**src/shared/gpar_pkg.sv**
```systemverilog
// package: register map, field layout and carriers of the gigabit advertisement and status bank
// Overview of operation
// - written advertisement bits wait; applied on soft reset, restart, power-up or link loss
// - full-duplex advertisement bit 9 resets to one; one advertises, zero withholds
// - half-duplex advertisement bit 8 loads from the strap after hardware reset
// - fault flag bit 15 latches on a fault and clears on a status read
// - status bit 14 shows resolved role, one for master; resets to zero
// - status bit 13 shows local receiver operational; resets to zero
// - status bit 12 shows remote receiver operational; resets to zero
// - status bits 11 and 10 show partner gigabit full and half duplex ability
// - status bits 7:0 count idle errors since last status read; read clears
// - idle error count saturates at all ones and never wraps
// - extended bits 15 and 14 always read zero
// - extended bits 13 and 12 always read one
// - extended bits 11:0 always read zero
`default_nettype none

package gpar_pkg;

  localparam int unsigned GPAR_DATA_W    = 16;
  localparam int unsigned GPAR_ADDR_W    = 5;
  localparam int unsigned GPAR_CNT_W     = 8;
  localparam int unsigned GPAR_RSVD_W    = 8;
  localparam int unsigned GPAR_LIVE_W    = 5;
  localparam int unsigned GPAR_INT_W     = 3;

  // register addresses
  localparam logic [4:0]  GPAR_OFF_ADV   = 5'h09;
  localparam logic [4:0]  GPAR_OFF_STS   = 5'h0a;
  localparam logic [4:0]  GPAR_OFF_EXT   = 5'h0f;
  localparam logic [4:0]  GPAR_OFF_ISTS  = 5'h10;
  localparam logic [4:0]  GPAR_OFF_ICLR  = 5'h11;
  localparam logic [4:0]  GPAR_OFF_IEN   = 5'h12;

  // advertisement field positions and reset values
  localparam int unsigned GPAR_ADV_FD    = 9;
  localparam int unsigned GPAR_ADV_HD    = 8;
  localparam logic        GPAR_ADV_FD_RST = 1'h1;
  localparam logic        GPAR_ADV_HD_RST = 1'h0;
  localparam logic [7:0]  GPAR_RSVD_RST  = 8'h00;

  // status field positions
  localparam int unsigned GPAR_STS_FAULT = 15;
  localparam int unsigned GPAR_STS_LIVE  = 10;

  // extended status: copper gigabit full and half duplex only
  localparam logic [15:0] GPAR_EXT_VAL   = 16'h3000;

  // interrupt bits
  localparam int unsigned GPAR_INT_FAULT = 0;
  localparam int unsigned GPAR_INT_IDLE  = 1;
  localparam int unsigned GPAR_INT_APPLY = 2;
  localparam logic [2:0]  GPAR_IEN_RST   = 3'h0;

  // link-side status from the phy core, same clock
  typedef struct packed {
    logic ms_fault;
    logic ms_master;
    logic local_rx_ok;
    logic remote_rx_ok;
    logic lp_full_duplex;
    logic lp_half_duplex;
    logic idle_error;
  } gpar_link_type;

  // conditions that make pending advertisement bits take effect
  typedef struct packed {
    logic sw_reset;
    logic an_restart;
    logic power_down;
    logic link_up;
  } gpar_apply_type;

endpackage : gpar_pkg

`default_nettype wire

```
**src/logic/gpar_regs.sv**
```systemverilog
// gigabit advertisement, gigabit status and extended status registers with interrupt logic
//
// The implementer's own choice: the plain strobed port.
`default_nettype none

module gpar_regs (
  input  wire logic                          I_CLK,      // 25 MHz system clock
  input  wire logic                          I_RESETN,   // synchronous reset, active low
  input  wire logic [gpar_pkg::GPAR_ADDR_W-1:0] I_ADDR,  // register address
  input  wire logic [gpar_pkg::GPAR_DATA_W-1:0] I_WDATA, // write data
  input  wire logic                          I_WR,       // write strobe
  input  wire logic                          I_RD,       // read strobe
  input  wire logic                          I_HD_STRAP, // half_duplex_strap_default pin
  input  wire gpar_pkg::gpar_link_type       I_LINK,     // status from phy core
  input  wire gpar_pkg::gpar_apply_type      I_APPLY,    // apply conditions
  output var  logic [gpar_pkg::GPAR_DATA_W-1:0] O_RDATA, // read data, cycle after read
  output var  logic                          O_IRQ,      // level interrupt
  output var  logic                          O_ADV_FD,   // advertised gigabit full duplex
  output var  logic                          O_ADV_HD,   // advertised gigabit half duplex
  output var  logic                          O_ADV_APPLY // pulse: advertisement applied
);
  import gpar_pkg::*;

  function automatic logic hit(input logic [GPAR_ADDR_W-1:0] addr,
                               input logic [GPAR_ADDR_W-1:0] off);
    hit = (addr == off);
  endfunction : hit

  // strap synchroniser and load flag
  logic                   strap_meta_q;
  logic                   strap_sync_q;
  logic                   strap_done_q;

  // advertisement: written value and value in effect
  logic [1:0]             adv_wr_q;
  logic [1:0]             adv_wr_d;
  logic [1:0]             adv_act_q;
  logic [1:0]             adv_act_d;
  logic [GPAR_RSVD_W-1:0] rsvd_q;
  logic [GPAR_RSVD_W-1:0] rsvd_d;

  // edge history of apply conditions
  logic                   pdown_prev_q;
  logic                   link_prev_q;

  // status
  logic                   fault_q;
  logic                   fault_d;
  logic [GPAR_LIVE_W-1:0] live_q;
  logic [GPAR_LIVE_W-1:0] live_d;
  logic [GPAR_CNT_W-1:0]  idle_cnt;

  // interrupts
  logic [GPAR_INT_W-1:0]  ists_q;
  logic [GPAR_INT_W-1:0]  ists_d;
  logic [GPAR_INT_W-1:0]  ien_q;
  logic [GPAR_INT_W-1:0]  ien_d;
  logic [GPAR_INT_W-1:0]  int_evt;

  // bus outputs
  logic [GPAR_DATA_W-1:0] rdata_q;
  logic [GPAR_DATA_W-1:0] rdata_d;
  logic                   irq_q;
  logic                   apply_q;

  // address decode
  wire wr_adv  = I_WR && hit(I_ADDR, GPAR_OFF_ADV);
  wire wr_iclr = I_WR && hit(I_ADDR, GPAR_OFF_ICLR);
  wire wr_ien  = I_WR && hit(I_ADDR, GPAR_OFF_IEN);
  wire rd_sts  = I_RD && hit(I_ADDR, GPAR_OFF_STS);
  wire sw_rst  = I_APPLY.sw_reset;

  // pending bits take effect on any of these
  wire pdown_exit = pdown_prev_q && !I_APPLY.power_down;
  wire link_loss  = link_prev_q && !I_APPLY.link_up;
  wire apply_evt  = sw_rst || I_APPLY.an_restart || pdown_exit || link_loss;

  // half duplex comes from the strap until the first cycle after reset
  wire hd_base = strap_done_q ? adv_wr_q[0] : strap_sync_q;

  assign adv_wr_d  = wr_adv ? {I_WDATA[GPAR_ADV_FD], I_WDATA[GPAR_ADV_HD]}
                            : {adv_wr_q[1], hd_base};
  assign adv_act_d = apply_evt     ? adv_wr_d
                   : !strap_done_q ? {adv_act_q[1], strap_sync_q}
                   : adv_act_q;
  // reserved bits are plain storage, untouched by soft reset
  assign rsvd_d    = wr_adv ? I_WDATA[GPAR_RSVD_W-1:0] : rsvd_q;

  // fault: soft reset first, then set wins over read clear
  assign fault_d = sw_rst           ? 1'b0
                 : I_LINK.ms_fault  ? 1'b1
                 : rd_sts           ? 1'b0
                 : fault_q;

  assign live_d = sw_rst ? '0
                : {I_LINK.ms_master, I_LINK.local_rx_ok, I_LINK.remote_rx_ok,
                   I_LINK.lp_full_duplex, I_LINK.lp_half_duplex};

  // interrupt status: events set, write-one clears, set wins
  assign int_evt[GPAR_INT_FAULT] = I_LINK.ms_fault;
  assign int_evt[GPAR_INT_IDLE]  = I_LINK.idle_error;
  assign int_evt[GPAR_INT_APPLY] = apply_evt;
  assign ists_d = (ists_q & ~(wr_iclr ? I_WDATA[GPAR_INT_W-1:0] : '0)) | int_evt;
  assign ien_d  = wr_ien ? I_WDATA[GPAR_INT_W-1:0] : ien_q;

  // read data selection
  wire [GPAR_DATA_W-1:0] adv_word =
    {6'h00, adv_wr_q, rsvd_q};
  wire [GPAR_DATA_W-1:0] sts_word =
    {fault_q, live_q, 2'h0, idle_cnt};
  wire [GPAR_DATA_W-1:0] ists_word = {13'h0000, ists_q};
  wire [GPAR_DATA_W-1:0] ien_word  = {13'h0000, ien_q};

  assign rdata_d = !I_RD                        ? '0
                 : hit(I_ADDR, GPAR_OFF_ADV)    ? adv_word
                 : hit(I_ADDR, GPAR_OFF_STS)    ? sts_word
                 : hit(I_ADDR, GPAR_OFF_EXT)    ? GPAR_EXT_VAL
                 : hit(I_ADDR, GPAR_OFF_ISTS)   ? ists_word
                 : hit(I_ADDR, GPAR_OFF_IEN)    ? ien_word
                 : '0;

  // synchroniser, no reset so it is settled at release
  always_ff @(posedge I_CLK)
  begin
    strap_meta_q <= I_HD_STRAP;
    strap_sync_q <= strap_meta_q;
  end

  always_ff @(posedge I_CLK)
  begin
    if (!I_RESETN)
    begin
      strap_done_q <= 1'b0;
      adv_wr_q     <= {GPAR_ADV_FD_RST, GPAR_ADV_HD_RST};
      adv_act_q    <= {GPAR_ADV_FD_RST, GPAR_ADV_HD_RST};
      rsvd_q       <= GPAR_RSVD_RST;
      pdown_prev_q <= 1'b0;
      link_prev_q  <= 1'b0;
    end
    else
    begin
      strap_done_q <= 1'b1;
      adv_wr_q     <= adv_wr_d;
      adv_act_q    <= adv_act_d;
      rsvd_q       <= rsvd_d;
      pdown_prev_q <= I_APPLY.power_down;
      link_prev_q  <= I_APPLY.link_up;
    end
  end

  always_ff @(posedge I_CLK)
  begin
    if (!I_RESETN)
    begin
      fault_q <= 1'b0;
      live_q  <= '0;
      ists_q  <= '0;
      ien_q   <= GPAR_IEN_RST;
    end
    else
    begin
      fault_q <= fault_d;
      live_q  <= live_d;
      ists_q  <= ists_d;
      ien_q   <= ien_d;
    end
  end

  always_ff @(posedge I_CLK)
  begin
    if (!I_RESETN)
    begin
      rdata_q <= '0;
      irq_q   <= 1'b0;
      apply_q <= 1'b0;
    end
    else
    begin
      rdata_q <= rdata_d;
      irq_q   <= |(ists_d & ien_d);
      apply_q <= apply_evt;
    end
  end

  // idle errors since last status read, saturating
  gpar_sat_cnt #(
    .W        (GPAR_CNT_W)
  ) u_idle_cnt (
    .i_clk    (I_CLK),
    .i_resetn (I_RESETN),
    .i_inc    (I_LINK.idle_error),
    .i_clr    (rd_sts),
    .i_zero   (sw_rst),
    .o_count  (idle_cnt)
  );

  assign O_RDATA     = rdata_q;
  assign O_IRQ       = irq_q;
  assign O_ADV_FD    = adv_act_q[1];
  assign O_ADV_HD    = adv_act_q[0];
  assign O_ADV_APPLY = apply_q;

  // checks
  property p_adv_hold;
    @(posedge I_CLK) disable iff (!I_RESETN)
      (strap_done_q && !apply_evt) |=> ($stable(O_ADV_FD) && $stable(O_ADV_HD));
  endproperty
  a_adv_hold: assert property (p_adv_hold) else $error("advertisement changed without apply");

  property p_adv_apply;
    @(posedge I_CLK) disable iff (!I_RESETN)
      (strap_done_q && apply_evt && !wr_adv) |=> ((adv_act_q == adv_wr_q) && O_ADV_APPLY);
  endproperty
  a_adv_apply: assert property (p_adv_apply) else $error("pending advertisement not applied");

  property p_fd_reset;
    @(posedge I_CLK) disable iff (!I_RESETN)
      $rose(I_RESETN) |-> (O_ADV_FD && adv_wr_q[1] && (rsvd_q == GPAR_RSVD_RST));
  endproperty
  a_fd_reset: assert property (p_fd_reset) else $error("full duplex advertisement not set after reset");

  property p_hd_strap;
    @(posedge I_CLK) disable iff (!I_RESETN)
      ($rose(strap_done_q) && !$past(wr_adv)) |-> (adv_wr_q[0] == $past(strap_sync_q)) && (O_ADV_HD == $past(strap_sync_q));
  endproperty
  a_hd_strap: assert property (p_hd_strap) else $error("half duplex advertisement not taken from strap");

  property p_fault_set;
    @(posedge I_CLK) disable iff (!I_RESETN)
      (I_LINK.ms_fault && !sw_rst) |=> fault_q ##1 (fault_q || $past(rd_sts) || $past(sw_rst));
  endproperty
  a_fault_set: assert property (p_fault_set) else $error("fault flag not latched");

  property p_fault_clear;
    @(posedge I_CLK) disable iff (!I_RESETN)
      (rd_sts && !I_LINK.ms_fault) |=> !fault_q;
  endproperty
  a_fault_clear: assert property (p_fault_clear) else $error("fault flag not cleared by status read");

  property p_fault_keep;
    @(posedge I_CLK) disable iff (!I_RESETN)
      (fault_q && !rd_sts && !sw_rst) |=> fault_q;
  endproperty
  a_fault_keep: assert property (p_fault_keep) else $error("fault flag dropped without a read");

  property p_live;
    @(posedge I_CLK) disable iff (!I_RESETN)
      (rd_sts && $past(I_RESETN) && !$past(sw_rst))
        |=> (O_RDATA[GPAR_STS_FAULT-1:GPAR_STS_LIVE] == $past({I_LINK.ms_master, I_LINK.local_rx_ok,
             I_LINK.remote_rx_ok, I_LINK.lp_full_duplex, I_LINK.lp_half_duplex}, 2));
  endproperty
  a_live: assert property (p_live) else $error("status levels read back wrong");

  property p_cnt_clear;
    @(posedge I_CLK) disable iff (!I_RESETN)
      (rd_sts && !I_LINK.idle_error) |=> (idle_cnt == '0);
  endproperty
  a_cnt_clear: assert property (p_cnt_clear) else $error("idle count not cleared by read");

  property p_cnt_inc;
    @(posedge I_CLK) disable iff (!I_RESETN)
      (I_LINK.idle_error && !rd_sts && !sw_rst && !(&idle_cnt))
        |=> (idle_cnt == $past(idle_cnt) + GPAR_CNT_W'(1));
  endproperty
  a_cnt_inc: assert property (p_cnt_inc) else $error("idle count did not step");

  property p_cnt_sat;
    @(posedge I_CLK) disable iff (!I_RESETN)
      ((&idle_cnt) && !rd_sts && !sw_rst) |=> (&idle_cnt);
  endproperty
  a_cnt_sat: assert property (p_cnt_sat) else $error("idle count wrapped");

  property p_ext;
    @(posedge I_CLK) disable iff (!I_RESETN)
      (I_RD && hit(I_ADDR, GPAR_OFF_EXT)) |=> (O_RDATA == GPAR_EXT_VAL);
  endproperty
  a_ext: assert property (p_ext) else $error("extended status value wrong");

  property p_irq;
    @(posedge I_CLK) disable iff (!I_RESETN)
      (I_LINK.idle_error && ien_q[GPAR_INT_IDLE] && !wr_ien) |=> O_IRQ;
  endproperty
  a_irq: assert property (p_irq) else $error("enabled event gave no interrupt");

endmodule : gpar_regs

`default_nettype wire

```
**src/logic/gpar_sat_cnt.sv**
```systemverilog
// saturating event counter with clear on read and synchronous zeroing
`default_nettype none

module gpar_sat_cnt #(
  parameter int unsigned W = 8
) (
  input  wire logic         i_clk,    // system clock
  input  wire logic         i_resetn, // synchronous reset, active low
  input  wire logic         i_inc,    // one event this cycle
  input  wire logic         i_clr,    // clear from a read
  input  wire logic         i_zero,   // soft reset, overrides all
  output var  logic [W-1:0] o_count   // current count
);

  logic [W-1:0] count_q;
  logic [W-1:0] count_d;
  wire          sat = &count_q;

  // an event in the clearing cycle is kept as the first new count
  assign count_d = i_zero ? '0
                 : i_clr  ? (i_inc ? W'(1) : '0)
                 : (i_inc && !sat) ? count_q + W'(1)
                 : count_q;

  always_ff @(posedge i_clk)
  begin
    if (!i_resetn)
      count_q <= '0;
    else
      count_q <= count_d;
  end

  assign o_count = count_q;

endmodule : gpar_sat_cnt

`default_nettype wire

```
**config.mk**
```make
export PLATFORM = sky130hd
export DESIGN_NAME = gpar_regs
export DESIGN_NICKNAME = d
export VERILOG_FILES = /design/src/shared/gpar_pkg.sv /design/src/logic/gpar_regs.sv /design/src/logic/gpar_sat_cnt.sv
export SDC_FILE = /design/constraint.sdc
export NUM_CORES = 1
export LEC_CHECK = 0
export ABC_AREA = 1
export BUFFER_PORTS_ARGS = -buffer_cell sky130_fd_sc_hd__buf_2
export CAP_MARGIN = 20
export CORE_MARGIN = 1.5
export CORE_UTILIZATION = 52
export CTS_CLUSTER_SIZE = 25
export DETAILED_ROUTE_END_ITERATION = 16
export HOLD_SLACK_MARGIN = 0.08
export PLACE_DENSITY = 0.79
export SLEW_MARGIN = 20
export SYNTH_ARGS = -nofsm -noshare
export SYNTH_HDL_FRONTEND = slang
export SYNTH_SLANG_ARGS = --single-unit
```
**constraint.sdc**
```tcl
create_clock -name I_CLK -period 1.66 [get_ports I_CLK]
set_clock_uncertainty 0.15 [all_clocks]
set_input_delay 0.166 -clock I_CLK [delete_from_list [all_inputs] [get_ports I_CLK]]
set_output_delay 0.166 -clock I_CLK [all_outputs]
set_load 0.01 [all_outputs]
```
* Yosys cells after proc, flatten, opt, wreduce, memory -nomap -nowiden
Cells that the tools add are included.
** Storage, ports and cells
- Register bits after elaboration :: 55
- Input bits :: 37
- Output and inout port bits :: 20
- Logic and storage cells :: 69
** Operators by class
- $add $sub $neg :: 1
- Eq/ne operators :: 7
- Mux-type cells :: 17
- Bitwise operators :: 6
- Reductions and logical operators :: 20
** Operators by type and width (count)
- 16-bit 2-to-1 mux :: 1
- 8-bit 2-to-1 mux :: 2
- 5-bit by 4-bit equality test with 1-bit output (second input constant) :: 3
- 5-bit equality test (second input constant) :: 3
- 14-bit 2-to-1 mux :: 1
- 3-bit 2-to-1 mux :: 4
- 10-bit 2-to-1 mux :: 1
- 8-bit by 1-bit adder with 8-bit output (second input constant) :: 1
- 8-bit AND reduction :: 1
- 1-bit logical AND :: 7
- 3-bit bitwise AND :: 2
- 1-bit 2-to-1 mux :: 6
- 3-bit OR reduction :: 2
- 2-bit 2-to-1 mux :: 2
- 2-bit nonzero test :: 2
- 1-bit zero test :: 3
- 1-bit logical OR :: 3
- 3-bit inverter :: 1
- 3-bit OR :: 1
- 2-bit by 1-bit != test with 1-bit output (second input constant) :: 1
- 1-bit inverter :: 2
- 2-bit AND reduction :: 1
- 2-bit OR reduction :: 1

* Logic depth before layout (Yosys ltp)
Gate-level depths: netlist (run 1).
- Word-level depth :: 8
- Gate-level depth with buffers :: 9
- Gate-level depth less buffers :: 9

* Cells and area by module
Synthesis (run 1) repeated with hierarchy kept, for this count alone.
** Unflattened totals
- Cells, all modules :: 303
- Area, all modules :: 2274.7 um^2
** Modules (own cells, without submodules)
- gpar_regs :: times used 1, cells an instance 228, area each 1760.4 um^2, sequential area each 940.9 um^2
- gpar_sat_cnt :: times used 1, cells an instance 75, area each 514.2 um^2, sequential area each 160.2 um^2

* Least setup slack after synthesis (run 1)
OpenSTA, ideal clock, no wires.
- Kind :: reg-to-reg
- Start point :: register u_idle_cnt.count_q[0], in the netlist u_idle_cnt.o_count[0]
- End point :: register u_idle_cnt.count_q[5], in the netlist u_idle_cnt.o_count[5]
- Library setup time :: 0.070 ns
- Arrival time :: 1.134 ns
- Required time :: 1.440 ns
- Path slack :: 0.306 ns
- Stages on the path, launching flop included :: 10
- Path buffers :: 0
- Clock period less this slack :: 1.354 ns
- Cells stage by stage :: dfxtp_1 > ha_1 > nand2_1 > inv_1 > nand3_2 > nand2_2 > nand2_2 > inv_2 > nand2_1 > a21oi_1
** Between the ends
- Word-level cells in the longest chain between the ends :: 4
- Elaborated cells between the ends (all ways) :: 7
- Those cells by class :: add/sub (1); mux (2); reduce/logical (4)
** Ends and longest elaborated chain
- start, declared :: RTL line gpar_sat_cnt.sv:15 : logic [W-1:0] count_q;
- start signal, assigned :: RTL line gpar_sat_cnt.sv:30 : count_q <= count_d;
- branches (longest 4 deep; another with 8-bit by 1-bit adder with 8-bit output)
Several ways; the timed one is not identified. The select of a mux whose other input is x is not followed.
A chain may end at the register's enable or synchronous reset.

==> reports/qor.log, run 1 <==
[run_status] result of the run finished, final reports clean
[timing] final critical delay including setup and external delays 1.569 ns
[yosys] Post-Syn Nets 328
[critical_path] critical register-to-register path startpoint u_idle_cnt.o_count[0]$_SDFFE_PP0P_
[die] initial cell density of the core 54.92%
[critical_path] reg2reg path depth 9
[placement] worst setup slack after placement 0.1222 ns
[final_layout] Layout Area Growth over Synthesis 29.48%
[job] # Max-Cap Violations 0
[timing] Sum Neg Setup Slack 0 ns
[routing] count of routing violations after the opening detailed-route iteration 136
[pwr] static leakage 0.001400 µW
[yosys] flop and latch count out of synthesis 55
[routing] Initial DRT Pass Iterations 4
[yosys] post-synth design cell area 2228 µm²
[global_routing] maximum number of pins on one net before global-route repair 17
[global_routing] via count of the first global-routing pass 1878
[global_routing] first-pass GRT wire length 7997 µm
[routing] final routed wirelength across all metal layers 4799 µm
[critical_path] Setup CP Type in -> reg
[clock_tree] root buffer cell sky130_fd_sc_hd__clkbuf_8
[final_layout] Diodes inserted 0
[hold_path] Tightest Hold Check Type in -> reg
[pwr] power density relative to cell area 802.3 nW/µm²
[timing] min setup slack post-route 0.09074 ns
[final_layout] most frequent standard cell in the layout excluding fill and tap cells sky130_fd_sc_hd__nand2_1
[die] die area 4687 µm²
[critical_path] Arrival @ worst endpoint 1.66 ns
[die] horizontal die dimension 68.46 µm
[critical_path] critical path peak fanout 7
[final_layout] share of post-route cells with drive strength above 1 23.18%
[routing] WL/cell 11.40 µm
[timing] Slew Limit Headroom 75.64%
[critical_path] most used cell, CP sky130_fd_sc_hd__dlygate4sd3_1
[final_layout] area taken by flip-flops and latches 1104 µm²
[yosys] Synth top area share 49.41%
[clock_tree] # H-tree levels 2
[timing] RSZ-0062 raised after global routing no
[yosys] Cell variety after synth 30
[yosys] share of synthesized area occupied by flip-flops and latches 49.41%
[timing] number of setup violations in the final report 0
[final_layout] commonest non-fill, non-tap cells in the layout 61 x sky130_fd_sc_hd__nand2_1, 53 x sky130_fd_sc_hd__dfxtp_1, 50 x sky130_fd_sc_hd__buf_2
[timing] Final Cycle Share 94.53%
[global_routing] initial antenna violation count 0
[routing] drt drc 0
[critical_path] cell at the slowest stage of the critical path sky130_fd_sc_hd__dlygate4sd3_1
[global_routing] remaining global-route overflow 0
[clock_tree] clock network latency to the later pin of the worst-skew pair 0.31 ns
[routing] Via-to-Cell Ratio 4.857
[critical_path] worst setup path startpoint I_RESETN
[die] core outline area 4058 µm²
[die] number of placement rows 23
[timing] transition time at the pin with the least slew margin 0.3641 ns
[die] I/O pin count 57
[timing] number of max-slew violations in the final report 0
[clock_tree] TritonCTS clock tree built
[die] DIE HEIGHT 68.46 µm
[clock_tree] Post-CTS Setup Repair Bufs 0
[yosys] top area cells in the synthesized netlist sky130_fd_sc_hd__dfxtp_1 49%, sky130_fd_sc_hd__nand2_1 10%, sky130_fd_sc_hd__inv_1 8.1%
[critical_path] worst setup path endpoint rsvd_q[4]$_SDFFE_PN0P_
[routing] via total after detailed routing 2045
[clock_tree] maximum clock insertion buffer count 2
[yosys] Mapped Avg Cell Area 7.684 µm²
[critical_path] kind of capture point of the worst setup path register
[critical_path] type of origin of the critical path primary input
[final_layout] area of combinational cells with multiple inputs 910.9 µm²
[clock_tree] number of buffers added by the clock tree synthesis step 5
[timing] Final Hold Fails 0
[placement] half-perimeter wire length after placement 3411 µm
[final_layout] layout filler cell count 333
[critical_path] Critical Path Max Stage Delay 0.56 ns
[placement] number of port buffers 50
[timing] fmax 637.2 MHz
[placement] placed instance area 2537 µm²
[clock_tree] clock net sink count 55
[critical_path] setup slack, reg-to-reg 0.15 ns
[routing] antenna viol nets, final 0
[clock_tree] clock transition at the register clock pins on the worst setup and hold paths after CTS 0.09 ns
[yosys] instance count of the mapped netlist 290
[final_layout] number of nets in the layout 409
[placement] final weighted congestion in routability-driven placement 0.8995
[yosys] Yosys warning total 0
[critical_path] critical-path cell list dlygate4sd3_1 -> buf_2 -> o21ai_0 -> dlygate4sd3_1 -> a21oi_1
[critical_path] capture instance of the worst register-to-register path u_idle_cnt.o_count[4]$_SDFFE_PP0P_
[final_layout] Design Area, Final 2885 µm²
[pwr] worst vdd rail ir drop 0.0006029 V
[yosys] area leader, netlist sky130_fd_sc_hd__dfxtp_1
[global_routing] total global-route track usage 23.10%
[critical_path] CP required 1.76 ns
[synthesized netlist by cell type]
master / instances
sky130_fd_sc_hd__a211oi_1: 1
sky130_fd_sc_hd__a21oi_1: 24
sky130_fd_sc_hd__and2_1: 1
sky130_fd_sc_hd__buf_6: 1
sky130_fd_sc_hd__clkbuf_1: 2
sky130_fd_sc_hd__dfxtp_1: 55
sky130_fd_sc_hd__ha_1: 1
sky130_fd_sc_hd__inv_1: 48
sky130_fd_sc_hd__inv_2: 5
sky130_fd_sc_hd__inv_4: 1
sky130_fd_sc_hd__nand2_1: 61
sky130_fd_sc_hd__nand2_2: 6
sky130_fd_sc_hd__nand2_4: 4
sky130_fd_sc_hd__nand3_1: 15
sky130_fd_sc_hd__nand3_2: 1
sky130_fd_sc_hd__nand3_4: 1
sky130_fd_sc_hd__nand4_1: 4
sky130_fd_sc_hd__nor2_1: 25
sky130_fd_sc_hd__nor2_2: 1
sky130_fd_sc_hd__nor2_4: 3
sky130_fd_sc_hd__nor3_1: 3
sky130_fd_sc_hd__nor3_2: 1
sky130_fd_sc_hd__o211ai_1: 3
sky130_fd_sc_hd__o21ai_0: 9
sky130_fd_sc_hd__o21ai_1: 4
sky130_fd_sc_hd__o21ai_2: 1
sky130_fd_sc_hd__o21bai_1: 1
sky130_fd_sc_hd__o22ai_1: 5
sky130_fd_sc_hd__or2_1: 1
sky130_fd_sc_hd__xor2_1: 2
[where the power goes]
part	leakage, µW	switching [µW]	internal (µW)	total [µW]
clock network	0.0000470	397	328	725
registers	0.000449	12.4	1350	1360
logic	0.000904	120	108	228
[repair_timing]
action                     CTS  global route
setup endpoints to repair    0             6
hold buffers                26             0
hold endpoints to repair    28             0
gates resized for setup      0             4
[sequential cells by signal (all words and copies together) (netlist names), 2 cells and up]
name,count
O_RDATA,16
ists_q,3
ien_q,3
live_q,5
rsvd_q,8
u_idle_cnt.o_count,8
adv_wr_q,2
adv_act_q,2
[cell families (layout without fill, tap and decap cells)]
family	after synthesis	after routing	synth area share [%]
and+or+nand+nor	127	127	27.40
adders and majority gates	1	1	0.5614
buffers and inverters	57	138	10.05
xor gates and xnor gates	2	2	0.7862
AOI/OAI and AO/OA	48	48	11.79
DFF	55	55	49.41
[area by class of cell]
cell class	count	area share [%]
repair buffers	77	17.87
multi-input cells	178	31.57
clock inverters	1	0.1735
inverters	54	7.112
clock buffers	6	2.862
well taps	50	2.168
flip-flops and latches	55	38.25
[worst min-delay path by stage]
stage	startpoint	end	slack (ns)	depth (start not counted)
4_1_cts	I_WDATA[8]	adv_wr_q[0]$_SDFF_PN0_	0.09	4
2_1_floorplan	I_RESETN	strap_done_q$_DFF_P_	0.04	0
3_5_place_dp	I_HD_STRAP	strap_meta_q$_DFF_P_	0.12	1
3_3_place_gp	I_HD_STRAP	strap_meta_q$_DFF_P_	0.12	1
6_report	I_WR	ien_q[0]$_SDFF_PN0_	0.08	3
5_1_grt	I_WDATA[8]	adv_wr_q[0]$_SDFF_PN0_	0.11	4
[per-stage QoR]
stage / hold slack (ns) / std cells / power, µW / util [%]
after floorplan: 0.04372 / 290 / 1488 / -
after global placement: 0.1178 / 389 / 1567 / 62.53
after detailed placement: 0.1227 / 389 / 1572 / 62.53
after CTS: 0.08636 / 422 / 2330 / 71.11
after global routing: 0.1142 / 421 / 2417 / 71.11
final: 0.08259 / 421 / 2315 / 71.11
[metal layers]
metal | vias up | share of wire [%] | track usage [%]
li1 | 1065 | - | -
met1 | 913 | 45 | 29.00
met2 | 57 | 49 | 38.58
met3 | 10 | 4.8 | 5.263
met4 | 0 | 1.8 | 8.250
met5 | - | 0 | 0
[critical path: cells and delay by family]
kind	cells	cell delay, ns
compound gates	2	0.21
buf+inv	3	1.29
Note: power is estimated with default switching activity, not from simulation.
==> run 2: changes to the inputs <==
GPL_TIMING_DRIVEN = 0   (was not set)
==> run 2 against run 1 <==
Against the previous run:
- critical path type is now reg -> reg
- flip-flop and latch count stayed put
- utilization grew 1.4 points
- first-iteration DRC count increased by 49%
==> reports/qor.log, run 2 (synthesis gave the netlist of run 1 again) <==
[pwr] Sw Share 22.01% [was 22.90%]
[timing] transition time at the pin with the least slew margin 0.4261 ns [was 0.3641 ns]
[job] # Max-Cap Violations 0 [unchanged]
[global_routing] initial antenna violation count 0 [unchanged]
[clock_tree] clock transition at the register clock pins on the worst setup and hold paths after CTS 0.10 ns [was 0.09 ns]
[routing] final routed wirelength across all metal layers 5103 µm [was 4799 µm]
[pwr] power share of the sequential group 51.7% [was 58.8%]
[clock_tree] Post-CTS Setup Repair Bufs 0 [unchanged]
[critical_path] reg2reg path depth 9 [unchanged]
[pwr] power density relative to cell area 896.9 nW/µm² [was 802.3 nW/µm²]
[hold_path] hold path start I_WR [unchanged]
[clock_tree] number of buffers added by the clock tree synthesis step 5 [unchanged]
[global_routing] maximum number of pins on one net before global-route repair 18 [was 17]
[die] number of placement rows 23 [unchanged]
[critical_path] critical path peak fanout 6 [was 7]
[hold_path] worst hold path depth 3 [unchanged]
[routing] Via-to-Cell Ratio 4.955 [was 4.857]
[critical_path] CP required 1.76 ns [about the same]
[routing] drt drc 0 [unchanged]
[pwr] clock share of power 39.5% [was 31.3%]
[timing] RSZ-0062 raised after global routing no [unchanged]
[clock_tree] root buffer cell sky130_fd_sc_hd__clkbuf_8 [unchanged]
[die] horizontal die dimension 68.46 µm [unchanged]
[global_routing] first-pass GRT wire length 8052 µm [was 7997 µm]
[critical_path] worst setup path startpoint u_idle_cnt.o_count[0]$_SDFFE_PP0P_ [was I_RESETN]
[final_layout] most frequent standard cell in the layout excluding fill and tap cells sky130_fd_sc_hd__nand2_1 [unchanged]
[timing] Final Hold Fails 0 [unchanged]
[placement] placed instance area 2541 µm² [was 2537 µm²]
[die] I/O pin count 57 [unchanged]
[global_routing] remaining global-route overflow 0 [unchanged]
[final_layout] Design Area, Final 2940 µm² [was 2885 µm²]
[placement] placed cell count 390 [was 389]
[placement] half-perimeter wire length after placement 3435 µm [was 3411 µm]
[critical_path] kind of capture point of the worst setup path register [unchanged]
[run_status] result of the run finished, final reports clean [unchanged]
[routing] antenna viol nets, final 0 [unchanged]
[final_layout] Diodes inserted 0 [unchanged]
[die] DIE HEIGHT 68.46 µm [unchanged]
[timing] Sum Neg Setup Slack 0 ns [unchanged]
[final_layout] commonest non-fill, non-tap cells in the layout 60 x sky130_fd_sc_hd__nand2_1, 53 x sky130_fd_sc_hd__dfxtp_1, 49 x sky130_fd_sc_hd__buf_2 [was 61 x sky130_fd_sc_hd__nand2_1, 53 x sky130_fd_sc_hd__dfxtp_1, 50 x sky130_fd_sc_hd__buf_2]
[routing] WL/cell 12.09 µm [was 11.40 µm]
[timing] Slew Limit Headroom 71.59% [was 75.64%]
[die] die area 4687 µm² [unchanged]
[clock_tree] maximum clock insertion buffer count 2 [unchanged]
[routing] Initial DRT Pass Iterations 4 [unchanged]
[timing] final critical delay including setup and external delays 1.555 ns [was 1.569 ns]
[pwr] worst vdd rail ir drop 0.0005883 V [was 0.0006029 V]
[final_layout] Layout Area Growth over Synthesis 31.95% [was 29.48%]
[pwr] static leakage 0.001421 µW [was 0.001400 µW]
[critical_path] critical register-to-register path startpoint u_idle_cnt.o_count[0]$_SDFFE_PP0P_ [unchanged]
[clock_tree] clock network latency to the later pin of the worst-skew pair 0.31 ns [about the same]
[final_layout] number of nets in the layout 409 [unchanged]
[placement] number of port buffers 50 [unchanged]
[critical_path] type of origin of the critical path register [was primary input]
[pwr] NetSw 580.4 µW [was 530.2 µW]
[final_layout] number of flip-flops under the largest register name 16 [unchanged]
[pwr] Gate power share 8.8% [was 9.8%]
[timing] number of max-slew violations in the final report 0 [unchanged]
[final_layout] share of post-route cells with drive strength above 1 23.66% [was 23.18%]
[hold_path] Tightest Hold Check Type in -> reg [unchanged]
[clock_tree] # H-tree levels 2 [unchanged]
[placement] final weighted congestion in routability-driven placement 0.9086 [was 0.8995]
[critical_path] Setup CP Type reg -> reg [was in -> reg]
[clock_tree] clock net sink count 55 [unchanged]
[pwr] cell internal pwr 2057 µW [was 1785 µW]
[clock_tree] TritonCTS clock tree built [unchanged]
[timing] fmax 643.3 MHz [was 637.2 MHz]
[global_routing] total global-route track usage 23.23% [was 23.10%]
[critical_path] Arrival @ worst endpoint 1.65 ns [was 1.66 ns]
[global_routing] via count of the first global-routing pass 1907 [was 1878]
[timing] Final Cycle Share 93.65% [was 94.53%]
[routing] count of routing violations after the opening detailed-route iteration 203 [was 136]
[routing] via total after detailed routing 2091 [was 2045]
[final_layout] Layout Cells excl Fill 422 [was 421]
[final_layout] utilization of the core after routing 72.46% [was 71.11%]
[die] core outline area 4058 µm² [unchanged]
[die] initial cell density of the core 54.92% [unchanged]
[timing] number of setup violations in the final report 0 [unchanged]
run 2: cell count changes in the layout (fill, tap and decap cells not counted), sizes merged:
cell	before	now
dlygate4sd3	25	24
buf	52	50
bufinv	0	2
clkbuf	6	7
clkinv	1	0
clkinvlp	0	1
dlymetal6s4s	0	1
run 2: critical path: stages, from the launching register on:
cell	delay, ns
sky130_fd_sc_hd__dfxtp_2	0.37
sky130_fd_sc_hd__ha_2	0.21
sky130_fd_sc_hd__nand2_1	0.10
sky130_fd_sc_hd__inv_1	0.08
sky130_fd_sc_hd__nand3_2	0.09
sky130_fd_sc_hd__nand2_2	0.14
sky130_fd_sc_hd__nand2_2	0.07
sky130_fd_sc_hd__inv_2	0.09
sky130_fd_sc_hd__nand2_1	0.05
sky130_fd_sc_hd__a21oi_1	0.14
run 2: power groups by stage:
stage          Combinational [µW]  Clock [µW]  Sequential (µW)
2_1_floorplan                95.6           0             1390
3_3_place_gp                  174           0             1390
3_5_place_dp                  179           0             1390
4_1_cts                       226        1040             1360
5_1_grt                       257        1090             1370
6_report                      232        1040             1360
run 2: final timing paths:
kind	to	slack, ns
setup reg to reg	u_idle_cnt.o_count[5]$_SDFFE_PP0P_	0.11
setup / recovery	u_idle_cnt.o_count[5]$_SDFFE_PP0P_	0.11
hold / removal	ien_q[0]$_SDFF_PN0_	0.08
hold reg to reg	strap_sync_q$_DFF_P_	0.19
run 2: layout make-up:
cell class                 instances  area (µm²)
fill                             312        1117
sequential                        55        1104
multi-input combinational        178       915.9
timing repair buffer              74       498.0
inverter                          54       205.2
clock buffer                       5       68.82
clock inverter                     3       67.56
tap                               50       62.56
buffer                             3       18.77
run 2: what timing repair did:
| item | CTS | global route |
|---|---|---|
| endpoints found under the hold margin | 29 | 1 |
| gates resized for setup | 0 | 7 |
| hold buffers | 25 | 1 |
| setup endpoints to repair | 0 | 4 |
run 2: through the flow:
step                hold WS [ns]  power (µW)  worst slack (ns)
CTS                      0.08116        2629           0.02549
finish                   0.07662        2637            0.1054
global route              0.1047        2713           0.03959
floorplan                0.04372        1488            0.3061
global placement          0.1180        1565            0.1607
detailed placement        0.1218        1571            0.1125
run 2: metal layers:
metal	wire, µm	part of all wire [%]	track usage (%)	up-vias
met5	0	0	0	-
met4	112	2.2	8.750	0
met3	242	4.7	4.441	12
met2	2445	48	39.42	52
met1	2303	45	28.97	957
li1	-	-	-	1070
==> run 3: changes to the inputs <==
ABC_AREA = not set   (was 1)
CORE_UTILIZATION = 51   (was 52)
PLACE_DENSITY = 0.78   (was 0.79)
==> run 3 against run 2 <==
Against the previous run:
- count of clock-buffer cells in the layout rose by 1
- die area fell by 2.7%
- highest routed layer unchanged
- critical path type unchanged
- maximum frequency fell by 2.0%
- global-route usage fell by 2.5 points
- wire length fell by 15%
- clock power fell by 13%
- critical endpoint is now O_IRQ$_SDFF_PN0_
- combinational power fell by 13%
==> reports/qor.log, run 3 <==
[run_status] result of the run finished, final reports clean [unchanged]
[critical_path] reg2reg path depth 4 [was 9]
[yosys] Yosys warning total 0 [unchanged]
[die] I/O pin count 57 [unchanged]
[final_layout] Diodes inserted 0 [unchanged]
[critical_path] CP required 1.69 ns [was 1.76 ns]
[clock_tree] clock net sink count 55 [unchanged]
[yosys] most instantiated cells after synthesis 55 x sky130_fd_sc_hd__dfxtp_1, 17 x sky130_fd_sc_hd__nor2b_1, 16 x sky130_fd_sc_hd__mux2i_1 [was 61 x sky130_fd_sc_hd__nand2_1, 55 x sky130_fd_sc_hd__dfxtp_1, 48 x sky130_fd_sc_hd__inv_1]
[final_layout] most frequent standard cell in the layout excluding fill and tap cells sky130_fd_sc_hd__dfxtp_1 [was sky130_fd_sc_hd__nand2_1]
[die] DIE HEIGHT 67.53 µm [was 68.46 µm]
[yosys] area fraction in and, or, nand and nor cells after synthesis 22.63% [was 27.40%]
[critical_path] cell at the slowest stage of the critical path sky130_fd_sc_hd__or4_4 [was sky130_fd_sc_hd__dfxtp_2]
[global_routing] total global-route track usage 20.68% [was 23.23%]
[clock_tree] clock transition at the register clock pins on the worst setup and hold paths after CTS 0.09 ns [was 0.10 ns]
[timing] final critical delay including setup and external delays 1.586 ns [was 1.555 ns]
[die] die area 4560 µm² [was 4687 µm²]
[hold_path] Tightest Hold Check Type in -> reg [unchanged]
[yosys] Mapped Avg Cell Area 10.51 µm² [was 7.684 µm²]
[placement] half-perimeter wire length after placement 3023 µm [was 3435 µm]
[timing] Final Hold Fails 0 [unchanged]
[yosys] instance count of the mapped netlist 202 [was 290]
[clock_tree] TritonCTS clock tree built [unchanged]
[routing] Via-to-Cell Ratio 5.163 [was 4.955]
[pwr] power density relative to cell area 886.7 nW/µm² [was 896.9 nW/µm²]
[critical_path] critical path peak fanout 4 [was 6]
[critical_path] Arrival @ worst endpoint 1.62 ns [was 1.65 ns]
[yosys] Cell variety after synth 45 [was 30]
[critical_path] Setup CP Type reg -> reg [unchanged]
[pwr] static leakage 0.001234 µW [was 0.001421 µW]
[clock_tree] maximum clock insertion buffer count 2 [unchanged]
[yosys] primary flip-flop cell chosen by synthesis mapping sky130_fd_sc_hd__dfxtp_1 [unchanged]
[yosys] share of the synthesized area in compound gates (AO/OA/AOI/OAI) 12.61% [was 11.79%]
[routing] via total after detailed routing 1709 [was 2091]
[clock_tree] root buffer cell sky130_fd_sc_hd__clkbuf_8 [unchanged]
[yosys] largest family of logic cells by synthesized area simple AND/OR/NAND/NOR gates [unchanged]
[critical_path] kind of cell adding the most delay to the critical path simple AND/OR/NAND/NOR gates [unchanged]
[clock_tree] # H-tree levels 2 [unchanged]
[routing] drt drc 0 [unchanged]
[yosys] mux cell area share after synthesis 7.543% [was 0%]
[final_layout] Layout Cells excl Fill 331 [was 422]
[global_routing] via count of the first global-routing pass 1524 [was 1907]
[timing] Final Cycle Share 95.53% [was 93.65%]
[clock_tree] clock network latency to the later pin of the worst-skew pair 0.31 ns [about the same]
[final_layout] number of nets in the layout 318 [was 409]
[final_layout] utilization of the core after routing 69.50% [was 72.46%]
[placement] placed cell count 301 [was 390]
[critical_path] Critical Path Max Stage Delay 0.51 ns [was 0.37 ns]
[timing] fmax 630.6 MHz [was 643.3 MHz]
[final_layout] number of flip-flops under the largest register name 16 [unchanged]
[critical_path] kind of capture point of the worst setup path register [unchanged]
[global_routing] maximum number of pins on one net before global-route repair 17 [was 18]
[yosys] XOR/XNOR share of the synthesized area 1.237% [was 0.7861%]
[die] core outline area 4000 µm² [was 4058 µm²]
[critical_path] most used cell, CP sky130_fd_sc_hd__o221ai_1
[die] initial cell density of the core 53.08% [was 54.92%]
[die] number of placement rows 23 [unchanged]
[routing] antenna viol nets, final 0 [unchanged]
[yosys] post-synthesis share of cell area spent on full adders, half adders and majority gates 0.5893% [was 0.5615%]
[global_routing] first-pass GRT wire length 6913 µm [was 8052 µm]
[yosys] count leader, synth sky130_fd_sc_hd__dfxtp_1 [was sky130_fd_sc_hd__nand2_1]
[routing] count of routing violations after the opening detailed-route iteration 90 [was 203]
[yosys] post-synth design cell area 2123 µm² [was 2228 µm²]
[yosys] fraction of registers with async set or reset after synthesis 0% [unchanged]
[yosys] share of synthesized area occupied by flip-flops and latches 51.86% [was 49.41%]
[job] # Max-Cap Violations 0 [unchanged]
[yosys] flop and latch count out of synthesis 55 [unchanged]
[yosys] Post-Syn Nets 240 [was 328]
[timing] number of max-slew violations in the final report 0 [unchanged]
[clock_tree] CTS Hold Buffers Added 22 [was 25]
[timing] Slew Limit Headroom 59.30% [was 71.59%]
[routing] final routed wirelength across all metal layers 4332 µm [was 5103 µm]
[placement] number of port buffers 49 [was 50]
[pwr] worst vdd rail ir drop 0.0006054 V [was 0.0005883 V]
[final_layout] layout filler cell count 300 [was 312]
[yosys] top area cells in the synthesized netlist sky130_fd_sc_hd__dfxtp_1 52%, sky130_fd_sc_hd__mux2i_1 7.5%, sky130_fd_sc_hd__nor2b_1 5.0% [was sky130_fd_sc_hd__dfxtp_1 49%, sky130_fd_sc_hd__nand2_1 10%, sky130_fd_sc_hd__inv_1 8.1%]
[final_layout] share of post-route cells with drive strength above 1 26.33% [was 23.66%]
[yosys] Synth top area share 51.86% [was 49.41%]
[clock_tree] number of buffers added by the clock tree synthesis step 5 [unchanged]
[yosys] area leader, netlist sky130_fd_sc_hd__dfxtp_1 [unchanged]
[routing] Initial DRT Pass Iterations 4 [unchanged]
[final_layout] commonest non-fill, non-tap cells in the layout 55 x sky130_fd_sc_hd__dfxtp_1, 49 x sky130_fd_sc_hd__buf_2, 22 x sky130_fd_sc_hd__dlygate4sd3_1 [was 60 x sky130_fd_sc_hd__nand2_1, 53 x sky130_fd_sc_hd__dfxtp_1, 49 x sky130_fd_sc_hd__buf_2]
[critical_path] number of cells on the critical path 4 [was 9]
[timing] number of setup violations in the final report 0 [unchanged]
[hold_path] worst hold path depth 3 [unchanged]
[critical_path] critical-path cell list nor2b_1 -> or4_4 -> o221ai_1 -> o221ai_1 [was ha_2 -> nand2_1 -> inv_1 -> nand3_2 -> nand2_2 -> nand2_2 -> inv_2 -> nand2_1 -> a21oi_1]
[placement] final weighted congestion in routability-driven placement 0.8776 [was 0.9086]
[yosys] number of flops mapped to enable cells by yosys 0 [unchanged]
[global_routing] initial antenna violation count 0 [unchanged]
[final_layout] Layout Area Growth over Synthesis 30.94% [was 31.95%]
[critical_path] crit path buf inv count 0 [was 2]
[die] horizontal die dimension 67.53 µm [was 68.46 µm]
[global_routing] remaining global-route overflow 0 [unchanged]
[critical_path] type of origin of the critical path register [unchanged]
[timing] transition time at the pin with the least slew margin 0.6072 ns [was 0.4261 ns]
[routing] WL/cell 13.09 µm [was 12.09 µm]
==> run 3: per-layer routing <==
layer,GRT usage [%],up-vias,part of all wire (%)
met5,0,-,0
met4,6.633,0,1.5
met3,6.500,6,4.2
met2,34.19,44,50
met1,25.58,790,44
li1,-,869,-
==> run 3: cell families (layout without fill, tap and decap cells) <==
kind of cell	after synthesis	after routing
AOI/OAI and AO/OA	36	36
DFF	55	55
adders and majority gates	1	1
xor gates and xnor gates	3	3
muxes	16	16
buffers and inverters	13	92
and+or+nand+nor	78	78
==> run 3: tightest hold or removal path: stages <==
cell	delay [ns]
sky130_fd_sc_hd__buf_2	0.14
sky130_fd_sc_hd__a21oi_1	0.15
sky130_fd_sc_hd__nor3_1	0.05
==> run 3: final timing paths <==
check	startpoint	to	slack, ns
max	link_prev_q$_SDFF_PN0_	O_IRQ$_SDFF_PN0_	0.07
min	I_LINK[0]	u_idle_cnt.o_count[2]$_SDFFE_PP0P_	0.08
max reg2reg	link_prev_q$_SDFF_PN0_	O_IRQ$_SDFF_PN0_	0.07
min reg2reg	strap_meta_q$_DFF_P_	strap_sync_q$_DFF_P_	0.19
==> run 3: timing repair <==
item                                    in CTS  in global routing
buffers inserted                             0                  0
hold endpoints to repair                    24                  1
gates cloned                                 0                  0
pin swaps                                    0                  0
gates resized for setup                      1                  3
endpoints found under the setup margin       1                  5
==> run 3: metrics by stage <==
stage	TNS, ns	hold slack, ns	setup WS [ns]	total power [µW]	cell area [µm²]
after floorplan	0	0.04372	0.1497	1474	2123
after global placement	0	0.1184	0.01765	1544	2431
after detailed placement	0	0.1204	0.01931	1549	2431
after CTS	0	0.08286	0.03066	2476	2769
after global routing	-0.01194	0.08392	-0.01194	2571	2780
final	0	0.08335	0.07425	2465	2780
==> run 3: power by group <==
group / switching (µW) / internal (µW)
Sequential: 11.8 / 1350
Clock: 416 / 488
Combinational: 89.8 / 113
==> run 3: area by class of cell <==
| class | count | area (µm²) | area share, % |
|---|---|---|---|
| Buffer | 6 | 48.80 | 1.755 |
| Clock buffer | 6 | 82.58 | 2.970 |
| Clock inverter | 2 | 35.03 | 1.260 |
| Inverter | 7 | 26.28 | 0.9451 |
| Multi-Input combinational cell | 134 | 958.4 | 34.47 |
| Sequential cell | 55 | 1101 | 39.60 |
| Tap cell | 50 | 62.56 | 2.250 |
| Timing Repair Buffer | 71 | 465.4 | 16.74 |
